<file path="config.mk">
export PLATFORM = sky130hd
export DESIGN_NAME = ucgf_top
export DESIGN_NICKNAME = d
export VERILOG_FILES = /design/src/ucgf_pkg.sv /design/src/ucgf_top.sv
export SDC_FILE = /design/constraint.sdc
export NUM_CORES = 1
export LEC_CHECK = 0
export BUFFER_PORTS_ARGS = -buffer_cell sky130_fd_sc_hd__buf_2
export CELL_PAD_IN_SITES_DETAIL_PLACEMENT = 1
export CELL_PAD_IN_SITES_GLOBAL_PLACEMENT = 1
export CORE_MARGIN = 2
export CORE_UTILIZATION = 41
export DETAILED_ROUTE_END_ITERATION = 12
export PLACE_DENSITY_LB_ADDON = 0.1
export SYNTH_ARGS = -nofsm -noshare
export SYNTH_HDL_FRONTEND = slang
export SYNTH_SLANG_ARGS = --single-unit
</file>
<file path="constraint.sdc">
create_clock -name core_clk -period 1.99 [get_ports core_clk]
set_input_delay 0.4975 -clock core_clk [delete_from_list [all_inputs] [get_ports core_clk]]
set_output_delay 0.4975 -clock core_clk [all_outputs]
set_load 0.05 [all_outputs]
</file>
<file path="src/ucgf_pkg.sv">
// Summary of operation
// - source_select picks gated, reference or pll clock
// - bits 15:8 report source actually in use
// - idle count elapses before gating request asserts
// - divider_request bits 4:0, ratio is value plus one
// - divider_current bits 20:16 show ratio in effect
// - secure and nonsecure copies act independently
// - override status bit one means gating disabled
// - bits 13, 12:9, 8, 7 name override clocks
// - bits 6, 5, 2, 0 named; others reserved
// - write one to set disables gating, zero ignored
package ucgf_pkg;
   localparam logic [11:0] UCGF_NS_CTRL_OFS = 12'h8A0; // nonsecure control
   localparam logic [11:0] UCGF_NS_DIV_OFS = 12'h8A4; // nonsecure divider
   localparam logic [11:0] UCGF_S_CTRL_OFS = 12'h8A8; // secure control
   localparam logic [11:0] UCGF_S_DIV_OFS = 12'h8AC; // secure divider
   localparam logic [11:0] UCGF_NS_IDLE_OFS = 12'h8B0; // nonsecure idle count
   localparam logic [11:0] UCGF_S_IDLE_OFS = 12'h8B4; // secure idle count
   localparam logic [11:0] UCGF_OVR_STAT_OFS = 12'hA00; // override status
   localparam logic [11:0] UCGF_OVR_SET_OFS = 12'hA04; // override set
   localparam logic [11:0] UCGF_OVR_CLR_OFS = 12'hA08; // override clear
   localparam logic [7:0] UCGF_SEL_GATED = 8'h00; // clock gated
   localparam logic [7:0] UCGF_SEL_REF = 8'h01; // reference clock
   localparam logic [7:0] UCGF_SEL_PLL = 8'h02; // system pll clock
   localparam logic [7:0] UCGF_SEL_RST = 8'h01; // control reset source
   localparam logic [4:0] UCGF_DIV_RST = 5'h1F; // divider reset request
   localparam logic [15:0] UCGF_IDLE_RST = 16'h0010; // idle count reset
   localparam int UCGF_SEL_LSB = 0; // source_select position
   localparam int UCGF_CUR_LSB = 8; // source_select_current position
   localparam int UCGF_DIV_LSB = 0; // divider_request position
   localparam int UCGF_DCUR_LSB = 16; // divider_current position
   localparam logic [31:0] UCGF_OVR_MASK = 32'h00003FE5; // implemented override bits
endpackage

</file>
<file path="src/ucgf_top.sv">
`timescale 1ns/1ns
module ucgf_top
   import ucgf_pkg::*;
(
   input wire logic core_clk, // system clock
   input wire logic rstn, // async reset, active low
   input wire logic [11:0] reg_addr, // register byte address
   input wire logic [31:0] reg_wdata, // write data
   input wire logic reg_wr, // write strobe
   input wire logic reg_rd, // read strobe
   output logic [31:0] reg_rdata, // read data, one cycle later
   input wire logic ref_clk_en, // reference clock tick
   input wire logic pll_clk_en, // system pll clock tick
   input wire logic ns_clk_required, // nonsecure clock needed
   input wire logic s_clk_required, // secure clock needed
   output logic ns_clk_en, // nonsecure serial port clock enable
   output logic s_clk_en, // secure serial port clock enable
   output logic ns_gate_req, // nonsecure dynamic gate request
   output logic s_gate_req, // secure dynamic gate request
   output logic [31:0] gate_override // gating disabled per clock
);

   // register fields, index 0 nonsecure, index 1 secure
   logic [7:0] sel_reg [2]; // requested source code
   logic [7:0] sel_next [2]; // next requested source
   logic [4:0] div_reg [2]; // requested divider, ratio minus one
   logic [4:0] div_next [2]; // next requested divider
   logic [15:0] idle_reg [2]; // idle cycles allowed before gating
   logic [15:0] idle_next [2]; // next idle setting

   // clock generator state
   logic [7:0] cur_reg [2]; // source code in use
   logic [7:0] cur_next [2]; // next source in use
   logic [4:0] dcur_reg [2]; // divider in use
   logic [4:0] dcur_next [2]; // next divider in use
   logic [4:0] cnt_reg [2]; // source ticks within the period
   logic [4:0] cnt_next [2]; // next tick count
   logic clk_reg [2]; // output clock tick
   logic clk_next [2]; // next output tick

   // idle counter state
   logic [15:0] icnt_reg [2]; // cycles spent not required
   logic [15:0] icnt_next [2]; // next idle cycle count
   logic done_reg [2]; // idle span elapsed
   logic done_next [2]; // next elapsed flag

   // override status and gate request outputs
   logic [31:0] ovr_reg; // gating disabled per clock
   logic [31:0] ovr_next; // next override status
   logic greq_reg [2]; // gate request towards the clock gate
   logic greq_next [2]; // next gate request

   // read data
   logic [31:0] rdata_reg; // read word, stands one cycle
   logic [31:0] rdata_next; // next read word

   // helpers shared by the groups
   logic req_w [2]; // clock required per copy
   logic tick_w [2]; // tick of the source in use
   logic take_w [2]; // period boundary, new settings taken

   // write strobe aimed at one register offset
   function automatic logic wr_hit(input logic wr, input logic [11:0] addr,
         input logic [11:0] ofs);
      return wr && (addr == ofs);
   endfunction

   // control register offset of one copy
   function automatic logic [11:0] ctrl_ofs(input int copy);
      return (copy == 0) ? UCGF_NS_CTRL_OFS : UCGF_S_CTRL_OFS;
   endfunction

   // divider register offset of one copy
   function automatic logic [11:0] div_ofs(input int copy);
      return (copy == 0) ? UCGF_NS_DIV_OFS : UCGF_S_DIV_OFS;
   endfunction

   // idle count register offset of one copy
   function automatic logic [11:0] idle_ofs(input int copy);
      return (copy == 0) ? UCGF_NS_IDLE_OFS : UCGF_S_IDLE_OFS;
   endfunction

   // tick of the source named by a select code
   function automatic logic src_tick(input logic [7:0] code, input logic r,
         input logic p);
      logic t; // chosen tick
      t = 1'b0;
      case (code)
         UCGF_SEL_REF: t = r; // reference clock
         UCGF_SEL_PLL: t = p; // system pll clock
         default: t = 1'b0; // gated, reserved codes too
      endcase
      return t;
   endfunction

   // control word: source in use above source requested
   function automatic logic [31:0] ctrl_word(input logic [7:0] cur, input logic [7:0] sel);
      logic [31:0] w; // assembled word
      w = 32'h00000000; // reserved bits read zero
      w[UCGF_CUR_LSB +: 8] = cur;
      w[UCGF_SEL_LSB +: 8] = sel;
      return w;
   endfunction

   // divider word: divider in use above divider requested
   function automatic logic [31:0] div_word(input logic [4:0] dcur, input logic [4:0] dreq);
      logic [31:0] w; // assembled word
      w = 32'h00000000; // reserved bits read zero
      w[UCGF_DCUR_LSB +: 5] = dcur;
      w[UCGF_DIV_LSB +: 5] = dreq;
      return w;
   endfunction

   // demand inputs gathered per copy
   assign req_w[0] = ns_clk_required;
   assign req_w[1] = s_clk_required;

   // source tick and period boundary per copy
   always_comb begin
      for (int i = 0; i < 2; i++) begin
         tick_w[i] = src_tick(cur_reg[i], ref_clk_en, pll_clk_en);
         // a gated copy takes new settings at once, a running one at period end
         take_w[i] = (cur_reg[i] == UCGF_SEL_GATED) ||
            (tick_w[i] && (cnt_reg[i] == dcur_reg[i]));
      end
   end

   // register fields: next values from software writes
   always_comb begin
      for (int i = 0; i < 2; i++) begin
         sel_next[i] = sel_reg[i]; // hold by default
         div_next[i] = div_reg[i];
         idle_next[i] = idle_reg[i];
         // control register of this copy
         if (wr_hit(reg_wr, reg_addr, ctrl_ofs(i))) begin
            sel_next[i] = reg_wdata[UCGF_SEL_LSB +: 8];
         end
         // divider register of this copy
         if (wr_hit(reg_wr, reg_addr, div_ofs(i))) begin
            div_next[i] = reg_wdata[UCGF_DIV_LSB +: 5];
         end
         // idle count register of this copy
         if (wr_hit(reg_wr, reg_addr, idle_ofs(i))) begin
            idle_next[i] = reg_wdata[15:0]; // cycles before gate request
         end
      end
   end

   // register field flops
   always_ff @(posedge core_clk or negedge rstn) begin
      if (!rstn) begin
         for (int i = 0; i < 2; i++) begin
            sel_reg[i] <= UCGF_SEL_RST;
            div_reg[i] <= UCGF_DIV_RST;
            idle_reg[i] <= UCGF_IDLE_RST;
         end
      end else begin
         sel_reg <= sel_next;
         div_reg <= div_next;
         idle_reg <= idle_next;
      end
   end

   // clock generator: divides the tick of the source in use
   always_comb begin
      for (int i = 0; i < 2; i++) begin
         cur_next[i] = cur_reg[i]; // hold by default
         dcur_next[i] = dcur_reg[i];
         cnt_next[i] = cnt_reg[i];
         clk_next[i] = 1'b0; // output tick lasts one cycle
         if (take_w[i]) begin
            // period boundary: adopt requested source and divider
            cur_next[i] = sel_reg[i];
            dcur_next[i] = div_reg[i];
            cnt_next[i] = 5'h00; // restart the period
            // a gated source never ticks, so no output tick then
            clk_next[i] = tick_w[i];
         end else if (tick_w[i]) begin
            // inside a period: count source ticks
            cnt_next[i] = cnt_reg[i] + 5'h01;
         end
      end
   end

   // clock generator flops
   always_ff @(posedge core_clk or negedge rstn) begin
      if (!rstn) begin
         for (int i = 0; i < 2; i++) begin
            cur_reg[i] <= UCGF_SEL_RST;
            dcur_reg[i] <= UCGF_DIV_RST;
            cnt_reg[i] <= 5'h00;
            clk_reg[i] <= 1'b0;
         end
      end else begin
         cur_reg <= cur_next;
         dcur_reg <= dcur_next;
         cnt_reg <= cnt_next;
         clk_reg <= clk_next;
      end
   end

   // idle counter: counts cycles while the clock is not required
   always_comb begin
      for (int i = 0; i < 2; i++) begin
         icnt_next[i] = icnt_reg[i]; // hold by default
         done_next[i] = done_reg[i];
         if (req_w[i]) begin
            // clock in use: restart the idle span
            icnt_next[i] = 16'h0000;
            done_next[i] = 1'b0;
         end else if (icnt_reg[i] >= idle_reg[i]) begin
            // span elapsed: counter parks, request rises
            done_next[i] = 1'b1;
         end else begin
            // span still running
            icnt_next[i] = icnt_reg[i] + 16'h0001;
         end
      end
   end

   // idle counter flops
   always_ff @(posedge core_clk or negedge rstn) begin
      if (!rstn) begin
         for (int i = 0; i < 2; i++) begin
            icnt_reg[i] <= 16'h0000;
            done_reg[i] <= 1'b0;
         end
      end else begin
         icnt_reg <= icnt_next;
         done_reg <= done_next;
      end
   end

   // override status: clear first, so a set in the same cycle wins
   always_comb begin
      ovr_next = ovr_reg; // hold by default
      if (wr_hit(reg_wr, reg_addr, UCGF_OVR_CLR_OFS)) begin
         // write one to clear, unimplemented bits ignored
         ovr_next = ovr_next & ~(reg_wdata & UCGF_OVR_MASK);
      end
      if (wr_hit(reg_wr, reg_addr, UCGF_OVR_SET_OFS)) begin
         // write one to set, write zero leaves the bit alone
         ovr_next = ovr_next | (reg_wdata & UCGF_OVR_MASK);
      end
   end

   // override status flops
   always_ff @(posedge core_clk or negedge rstn) begin
      if (!rstn) begin
         ovr_reg <= 32'h00000000; // no override after reset
      end else begin
         ovr_reg <= ovr_next;
      end
   end

   // gate requests: the power policy override bit holds them off
   // next values are used so the request moves with the override status
   always_comb begin
      for (int i = 0; i < 2; i++) begin
         greq_next[i] = done_next[i] && !ovr_next[0];
      end
   end

   // gate request flops
   always_ff @(posedge core_clk or negedge rstn) begin
      if (!rstn) begin
         for (int i = 0; i < 2; i++) begin
            greq_reg[i] <= 1'b0; // no request during reset
         end
      end else begin
         greq_reg <= greq_next;
      end
   end

   // read mux: word for the addressed register, zero without a read
   always_comb begin
      rdata_next = 32'h00000000; // idle bus reads zero
      if (reg_rd) begin
         case (reg_addr)
            UCGF_NS_CTRL_OFS: rdata_next = ctrl_word(cur_reg[0], sel_reg[0]);
            UCGF_S_CTRL_OFS: rdata_next = ctrl_word(cur_reg[1], sel_reg[1]);
            UCGF_NS_DIV_OFS: rdata_next = div_word(dcur_reg[0], div_reg[0]);
            UCGF_S_DIV_OFS: rdata_next = div_word(dcur_reg[1], div_reg[1]);
            UCGF_NS_IDLE_OFS: rdata_next = {16'h0000, idle_reg[0]}; // nonsecure idle span
            UCGF_S_IDLE_OFS: rdata_next = {16'h0000, idle_reg[1]}; // secure idle span
            UCGF_OVR_STAT_OFS: rdata_next = ovr_reg;
            default: rdata_next = 32'h00000000; // set, clear and unmapped read zero
         endcase
      end
   end

   // read data flops: the word stands one cycle only
   always_ff @(posedge core_clk or negedge rstn) begin
      if (!rstn) begin
         rdata_reg <= 32'h00000000;
      end else begin
         rdata_reg <= rdata_next;
      end
   end

   // outputs, all straight from flops
   assign reg_rdata = rdata_reg;
   assign ns_clk_en = clk_reg[0];
   assign s_clk_en = clk_reg[1];
   assign ns_gate_req = greq_reg[0];
   assign s_gate_req = greq_reg[1];
   assign gate_override = ovr_reg;
endmodule

</file>
# --- Word-level counts from Yosys, hierarchy flattened ---
# Cells that the tools add are included.
word_totals:
  reg_bits: 196
  in_bits: 52
  wordCells: 87
op_classes:
  n_addsub: 4
  order_cmp: 2
  n_eq_ne: 17
  n_mux: 20
  bitwise: 3
  n_reduce_logical: 19
ops:
  columns: ["op", "count"]
  rows:
  - ["$pmux 32 s7", 1]
  - ["$eq 12x12->1 const B", 9]
  - ["$mux 32", 3]
  - ["$mux 16", 4]
  - ["$add 16x1->16 const B", 2]
  - ["$and 32x32->32", 1]
  - ["$ge 16x16->1", 2]
  - ["$not 14->32", 1]
  - ["$or 32x14->32", 1]
  - ["$mux 5", 4]
  - ["$eq 8x1->1 const B", 2]
  - ["$eq 8x2->1 const B", 2]
  - ["$logic_not 8->1", 2]
  - ["$logic_and 1x1->1", 12]
  - ["$add 5x1->5 const B", 2]
  - ["$eq 5x5->1", 2]
  - ["$mux 1", 6]
  - ["$ne 2x2->1 const B", 2]
  - ["$pmux 1 s2", 2]
  - ["$reduce_bool 2->1", 2]
  - ["$logic_or 1x1->1", 2]
  - ["$logic_not 1->1", 1]

# --- Depth between registers and ports, before layout ---
# Gate-level depths: netlist of the first run.
logic_depth:
  depth_word: 7
  ltp_mapped: 9
  depth_no_buf: 8

# --- Worst setup path after synthesis of the first run ---
# OpenSTA, ideal clock, no wires.
synth_path:
  kind: "reg-to-reg"
  startpoint: "reg icnt_reg[18] (netlist name)"
  endpoint: "reg icnt_reg[28] (netlist name)"
  setup_time_ns: 0.078
  t_arrival_ns: 2.108
  required_ns: 1.912
  setup_slack_ns: -0.196
  path_stages_with_launch: 9
  cell_sequence: "dfrtp_1 ha_1 a211oi_1 o21ai_1 a21oi_2 o21ai_2 buf_4 or4_1 a21oi_1"
synth_between:
  elab_chain_len: 3
  word_cells_on_any_way: 5
  cone_classes: "add/sub: 1; order compare: 1; eq/ne: 1; mux: 2"
synth_lines:
  columns: ["item", "line", "source"]
  rows:
  - ["start: declaration", "ucgf_top.sv:42", "logic [15:0] icnt_reg [2];"]
  - ["start signal: assignment", "ucgf_top.sv:229", "icnt_reg <= icnt_next;"]
  - ["$add 16x1->16", "ucgf_top.sv:216", "icnt_next[i] = icnt_reg[i] + 16'h0001;"]
  - ["$mux 16", "ucgf_top.sv:211", "end else if (icnt_reg[i] >= idle_reg[i]) begin"]
  - ["$mux 16", "ucgf_top.sv:207", "if (req_w[i]) begin"]
# Parallel ways exist; a longest one is shown, timed or not. The select of a mux whose other input is x is not followed.
# A chain may end at the register's enable or synchronous reset.

# --- Final worst setup path of the first run ---
layout_path:
  startpoint: "reg icnt_reg[18] (netlist name)"
  endpoint: "reg icnt_reg[31] (netlist name)"
# The elaborated chain is that of the path after synthesis.

==> impl_metrics.yaml, run 1 <==
status:
  status: "finished, violations left"
  violations: "negative setup slack"
setup_path:
  worstPathMaxFanout: 6
  r2r_cells: 8
  critPathMaxStageDelay_ns: 0.43
  cp_num_cells: 8
  worst-path-buf-inv: 2
  critPathTopFamily: "simple AND/OR/NAND/NOR gates"
  endpoint_kind: "flip-flop"
  crit_chain: "buf_4, buf_4, nand4_2, nor2_4, nand4_1, or2_1, or4_4, a21oi_2"
  crit_start: "icnt_reg[18]"
  cp_common_cell: "buf_4"
  critPathRequiredTime_ns: 2.34
  crit_type: "flip-flop to flip-flop"
  crit_path_end: "icnt_reg[31]"
  timing.rr.end: "icnt_reg[31]"
  cp.arrival_ns: 2.63
  slowest_stage: "or4_4"
  r2r-start: "icnt_reg[18]"
  ff2ff_setup_slack_ns: -0.30
  startpoint_type: "flip-flop"
routing:
  routed_via_density: 5.62
  ant_nets: 0
  drc_errors: 0
  vias: 7252
  wl_um: 28400
  wire_per_inst_um: 22.0
  initialDrtViolationCount: 393
  drtPass1Iterations: 6
synthesis:
  synth_top_area_cell: "dfrtp_1"
  synthMuxAreaShare_pct: 10.2
  synth_top_family_by_area: "compound AO/OA/AOI/OAI gates"
  synth_ff_type: "dfrtp_1"
  yosysMostFrequentCell: "dfrtp_1"
  synth_edf_count: 0
  synth_xor_area_share_pct: 1.86
  synth-simple-area-share_pct: 13.0
  synth-compound-area-share_pct: 14.6
  yosys-top-cells-area: "dfrtp_1, mux2_2, dfstp_2, ha_1, a21oi_1"
  ys_async_sr_fraction_pct: 100
  synth_common_cells: "dfrtp_1, mux2_2, a21oi_1"
  synth_area_per_cell_um2: 11.0
  yosys_warnings: 0
  yosysSeqAreaShare_pct: 48.7
  synth_seq_cells: 164
  ys_types: 67
  syn_inst: 769
  netlist_area_um2: 8500
  synth_top_cell_area_share_pct: 40.6
  synthAdderAreaFrac_pct: 5.30
cts:
  clock_sinks: 164
  clk_pin_slew_worst_paths_ns: 0.07
  cts_buffer_depth: 2
  htreeDepth: 4
  cts_root_buffer: "clkbuf_16"
  cts_made_buffers: 17
  cts_tree: "yes"
  insertion_delay_ns: 0.43
  cts_hold_buf: 0
pwr:
  power.density_nw_per_um2: 685
  vdd_drop_max_uv: 536
  p_leak_nw: 5.45
layout:
  num_antenna_cells: 0
  syn_to_final_growth_pct: 36.9
  nFillCells: 2178
  final_core_utilization_pct: 57.3
  fin_nets: 1096
  drive_gt1_share_pct: 46.9
  seqCellArea_um2: 4140
  instances_no_fill: 1291
  multiInputGateArea_um2: 4540
timing:
  fin_worst_skew_ns: 0.00849
  hold_violations: 0
  slew_violations: 0
  tightest_slew_ns: 0.554
  finalSetupTns_ns: -5.95
  setup_violations: 42
  period_needed_ns: 2.29
  clock.fmax_mhz: 437
  slew_headroom_pct: 63.0
  fin_ws_ns: -0.296
  min_period_over_period_pct: 115
  hold_ws_ns: 0.0435
  rsz0062_at_grt: "true"
placement:
  place_hpwl_um: 19600
  dp.cells: 1230
  routabilityCongestion: 0.850
  numPortBuffers: 71
worst_hold_path:
  hp-class: "input pin to async pin"
floorplan:
  floorplan.initialDensity_pct: 41.9
  die_width_um: 148
  io_pins: 120
  die_h_um: 148
  row_count: 52
  dieArea_um2: 21900
  core-area_um2: 20300
global_routing:
  antenna_found_initial: 0
  grt_pass1_wl_um: 43000
  grt_overflow: 0
  grt_pass1_vias: 7688
  grt_start_max_net_pins: 47
  grt.total_usage_pct: 25.5
job:
  maxCapViolations: 0
## stage by stage
stage | power, mW | setup slack (ns) | cell area, um^2
floorplan | 4.04 | -0.118 | 8710
global placement | 4.36 | -0.244 | 10200
detailed placement | 4.40 | -0.353 | 10200
CTS | 7.89 | -0.216 | 11200
global route | 8.26 | -0.390 | 11600
finish | 7.97 | -0.296 | 11600
## placed cells by master (no fill, tap or decap), drive strengths merged, types with 8 or more instances in the layout
cell    synthesis  routed
a21o           12      12
nand3          14      14
a22o           14      14
dfstp          26      26
nand4          18      18
nor2           42      42
a222oi         11      11
a22oi          24      24
conb            1      32
nand2          45      45
ha             36      36
mux2           75      75
xor2           12      12
a21oi          59      59
o31ai          20      20
or4            19      19
clkbuf         11      19
buf            49     247
inv            41      46
dfrtp         138     138
or3             8       8
o21ai          20      21
## worst min-delay path by stage
stage	startpoint	end	slack (ns)	cells past startpoint
CTS	rstn	cur_reg[1]	0.04	1
floorplan	rstn	async pin	0.20	0
global route	rstn	sel_reg[2]	0.05	1
global placement	rstn	sel_reg[9]	0.49	1
detailed placement	rstn	sel_reg[9]	0.49	1
finish	rstn	sel_reg[9]	0.04	1
## repair_timing
action                     CTS  global route
setup endpoints to repair   72            67
pin swaps                   24            30
gates cloned                 2             0
buffers inserted            14            13
resized for setup           46            64
hold endpoints to repair     0             0
## logic make-up after synthesis
| logic type | count (synthesis) |
|---|---|
| other | 1 |
| XOR/XNOR | 18 |
| AO/OA/AOI/OAI | 178 |
| flip-flops | 164 |
| buffers and inverters | 101 |
| AND/OR/NAND/NOR | 194 |
| multiplexers | 77 |
| adder cells (fa/ha/maj) | 36 |
## layer usage
| layer | up-vias | global-route usage [%] | routed length [um] |
|---|---|---|---|
| met2 | 217 | 43.6 | 14300 |
| met1 | 3749 | 33.7 | 12300 |
| met5 | - | 0 | 0 |
| li1 | 3251 | - | - |
| met3 | 35 | 4.41 | 1300 |
| met4 | 0 | 6.95 | 569 |
## cell type report
type / instances / area share, %
Inverter: 41 / 1.32
Sequential cell: 164 / 35.6
Multi-Input combinational cell: 537 / 39.0
Timing Repair Buffer: 247 / 16.1
Tap cell: 270 / 2.90
Clock inverter: 13 / 1.25
Clock buffer: 19 / 3.89
## power by group
part           leakage (nW)  internal [mW]  switching (mW)
logic                  2.97          0.449           0.698
clock network         0.299           1.94            1.44
registers              2.18           3.39          0.0551
Note: power is estimated with default switching activity, not from simulation.
==> inputs of run 2 (changes only) <==
- CORE_ASPECT_RATIO: unset -> 1.4
==> run 2 against run 1 <==
The run still ends with negative setup slack left. Die area hardly changed. Wire length up 0.73%. Clock power increased by 2%. Clock skew grew 0.0010 ns. Clock-buffer cell count fell by 1. Final area fell by 0.90%. First-iteration DRC count grew 8.9%. Critical path depth shrank 1. Cell count fell by 1.1%. Sequential power hardly changed. Largest power group unchanged. Highest routed layer unchanged.
==> impl_metrics.yaml, run 2 (synthesis gave the netlist of run 1 again) <==
status:
  status: "finished, violations left"
  violations: "negative setup slack"
floorplan:
  dieArea_um2: 21900
  row_count: 62
  io_pins: 120
  die_h_um: 174
  die_width_um: 126
  core-area_um2: 20400
  floorplan.initialDensity_pct: 41.6
timing:
  setup_violations: 36
  period_needed_ns: 2.32
  rsz0062_at_grt: "true"
  hold_violations: 0
  clock.fmax_mhz: 432
  slew_violations: 0
  tightest_slew_ns: 0.667
  finalSetupTns_ns: -7.53
  slew_headroom_pct: 55.6
  fin_worst_skew_ns: 0.00951
  fin_ws_ns: -0.327
  min_period_over_period_pct: 116
setup_path:
  endpoint_kind: "flip-flop"
  worstPathMaxFanout: 30
  worst-path-buf-inv: 1
  startpoint_type: "flip-flop"
  crit_chain: "ha_1, o211ai_1, a2111oi_2, o2111a_1, buf_12, or4_4, a21oi_2"
  crit_type: "flip-flop to flip-flop"
  critPathTopFamily: "compound AO/OA/AOI/OAI gates"
  slowest_stage: "or4_4"
  cp.arrival_ns: 2.69
  critPathRequiredTime_ns: 2.36
  critPathMaxStageDelay_ns: 0.48
global_routing:
  antenna_found_initial: 0
  grt_start_max_net_pins: 50
  grt_pass1_wl_um: 43800
  grt.total_usage_pct: 25.9
  grt_overflow: 0
  grt_pass1_vias: 7993
routing:
  wl_um: 28700
  initialDrtViolationCount: 428
  drtPass1Iterations: 7
  vias: 7165
  wire_per_inst_um: 22.4
  ant_nets: 0
  routed_via_density: 5.61
  drc_errors: 0
layout:
  final_cell_mix: "buf_4, dfrtp_1, buf_2"
  fin_nets: 1096
  drive_gt1_share_pct: 46.8
  final_common_cell: "buf_4"
  num_antenna_cells: 0
  nFillCells: 2184
  syn_to_final_growth_pct: 35.7
placement:
  routabilityCongestion: 0.883
  numPortBuffers: 71
  dp_slack_ns: -0.322
  place_hpwl_um: 20000
pwr:
  p_total_mw: 7.98
  vdd_drop_max_uv: 698
  power.density_nw_per_um2: 692
  p_leak_nw: 5.41
cts:
  htreeDepth: 4
  cts_made_buffers: 17
  cts_tree: "yes"
  cts_root_buffer: "clkbuf_16"
  clock_sinks: 164
  cts_buffer_depth: 2
  insertion_delay_ns: 0.44
  clk_pin_slew_worst_paths_ns: 0.07
job:
  maxCapViolations: 0
worst_hold_path:
  hp-class: "input pin to flip-flop"
## run 2: cell count changes in the layout (fill, tap and decap cells not counted), sizes merged
| cell | change |
|---|---|
| clkinv | -4 |
| dlygate4sd3 | +1 |
| clkinvlp | +3 |
| inv | +2 |
| clkbuf | -1 |
| o21ai | -1 |
## run 2: final cells by class
class                   count  area [um^2]  area share, %
flip-flops and latches    164         4140           35.9
clock inverters            14          165           1.43
clock buffers              18          429           3.72
well taps                 256          320           2.78
repair buffers            248         1850           16.0
inverters                  41          154           1.33
multi-input cells         536         4470           38.8
## run 2: path summary, 6_finish.rpt
check                               from      endpoint  slack, ns  cells after the start
setup / recovery             idle_reg[0]  icnt_reg[10]      -0.33                      7
hold / removal             reg_wdata[14]  idle_reg[14]       0.32                      2
setup reg to reg             idle_reg[0]  icnt_reg[10]      -0.33                      7
hold reg to reg              cur_reg[15]   cur_reg[15]       0.50                      1
max in group asynchronous           rstn     async pin       0.75                      3
min in group asynchronous           rstn    cnt_reg[3]       0.56                      2
## run 2: through the flow
step	cells	utilization [%]	cell area, um^2	hold slack [ns]
2_1_floorplan	800	-	8710	0.202
3_3_place_gp	1215	50.0	10200	0.471
3_5_place_dp	1215	50.0	10200	0.476
4_1_cts	1262	54.9	11200	0.308
5_1_grt	1277	56.5	11500	0.319
6_report	1277	56.5	11500	0.324
## run 2: report_power, final
part,total (mW),switching (mW),internal (mW),leakage [nW]
logic,1.09,0.681,0.408,2.94
clock network,3.44,1.55,1.89,0.284
registers,3.45,0.0564,3.39,2.18
## run 2: timing repair
action / 4_1_cts / 5_1_grt
pin swaps: 19 / 20
buffers inserted: 13 / 15
endpoints found under the setup margin: 59 / 63
hold buffers: 1 / 0
resized for setup: 55 / 49
hold endpoints to repair: 4 / 0
cloned: 1 / 0
## run 2: metal layers
metal  up-vias  wire length [um]  GRT usage (%)
met1      3683             10700           28.5
li1       3248                 -              -
met3        56               882           3.35
met4         0               998           8.84
met5         -                 0              0
met2       178             16100           50.3
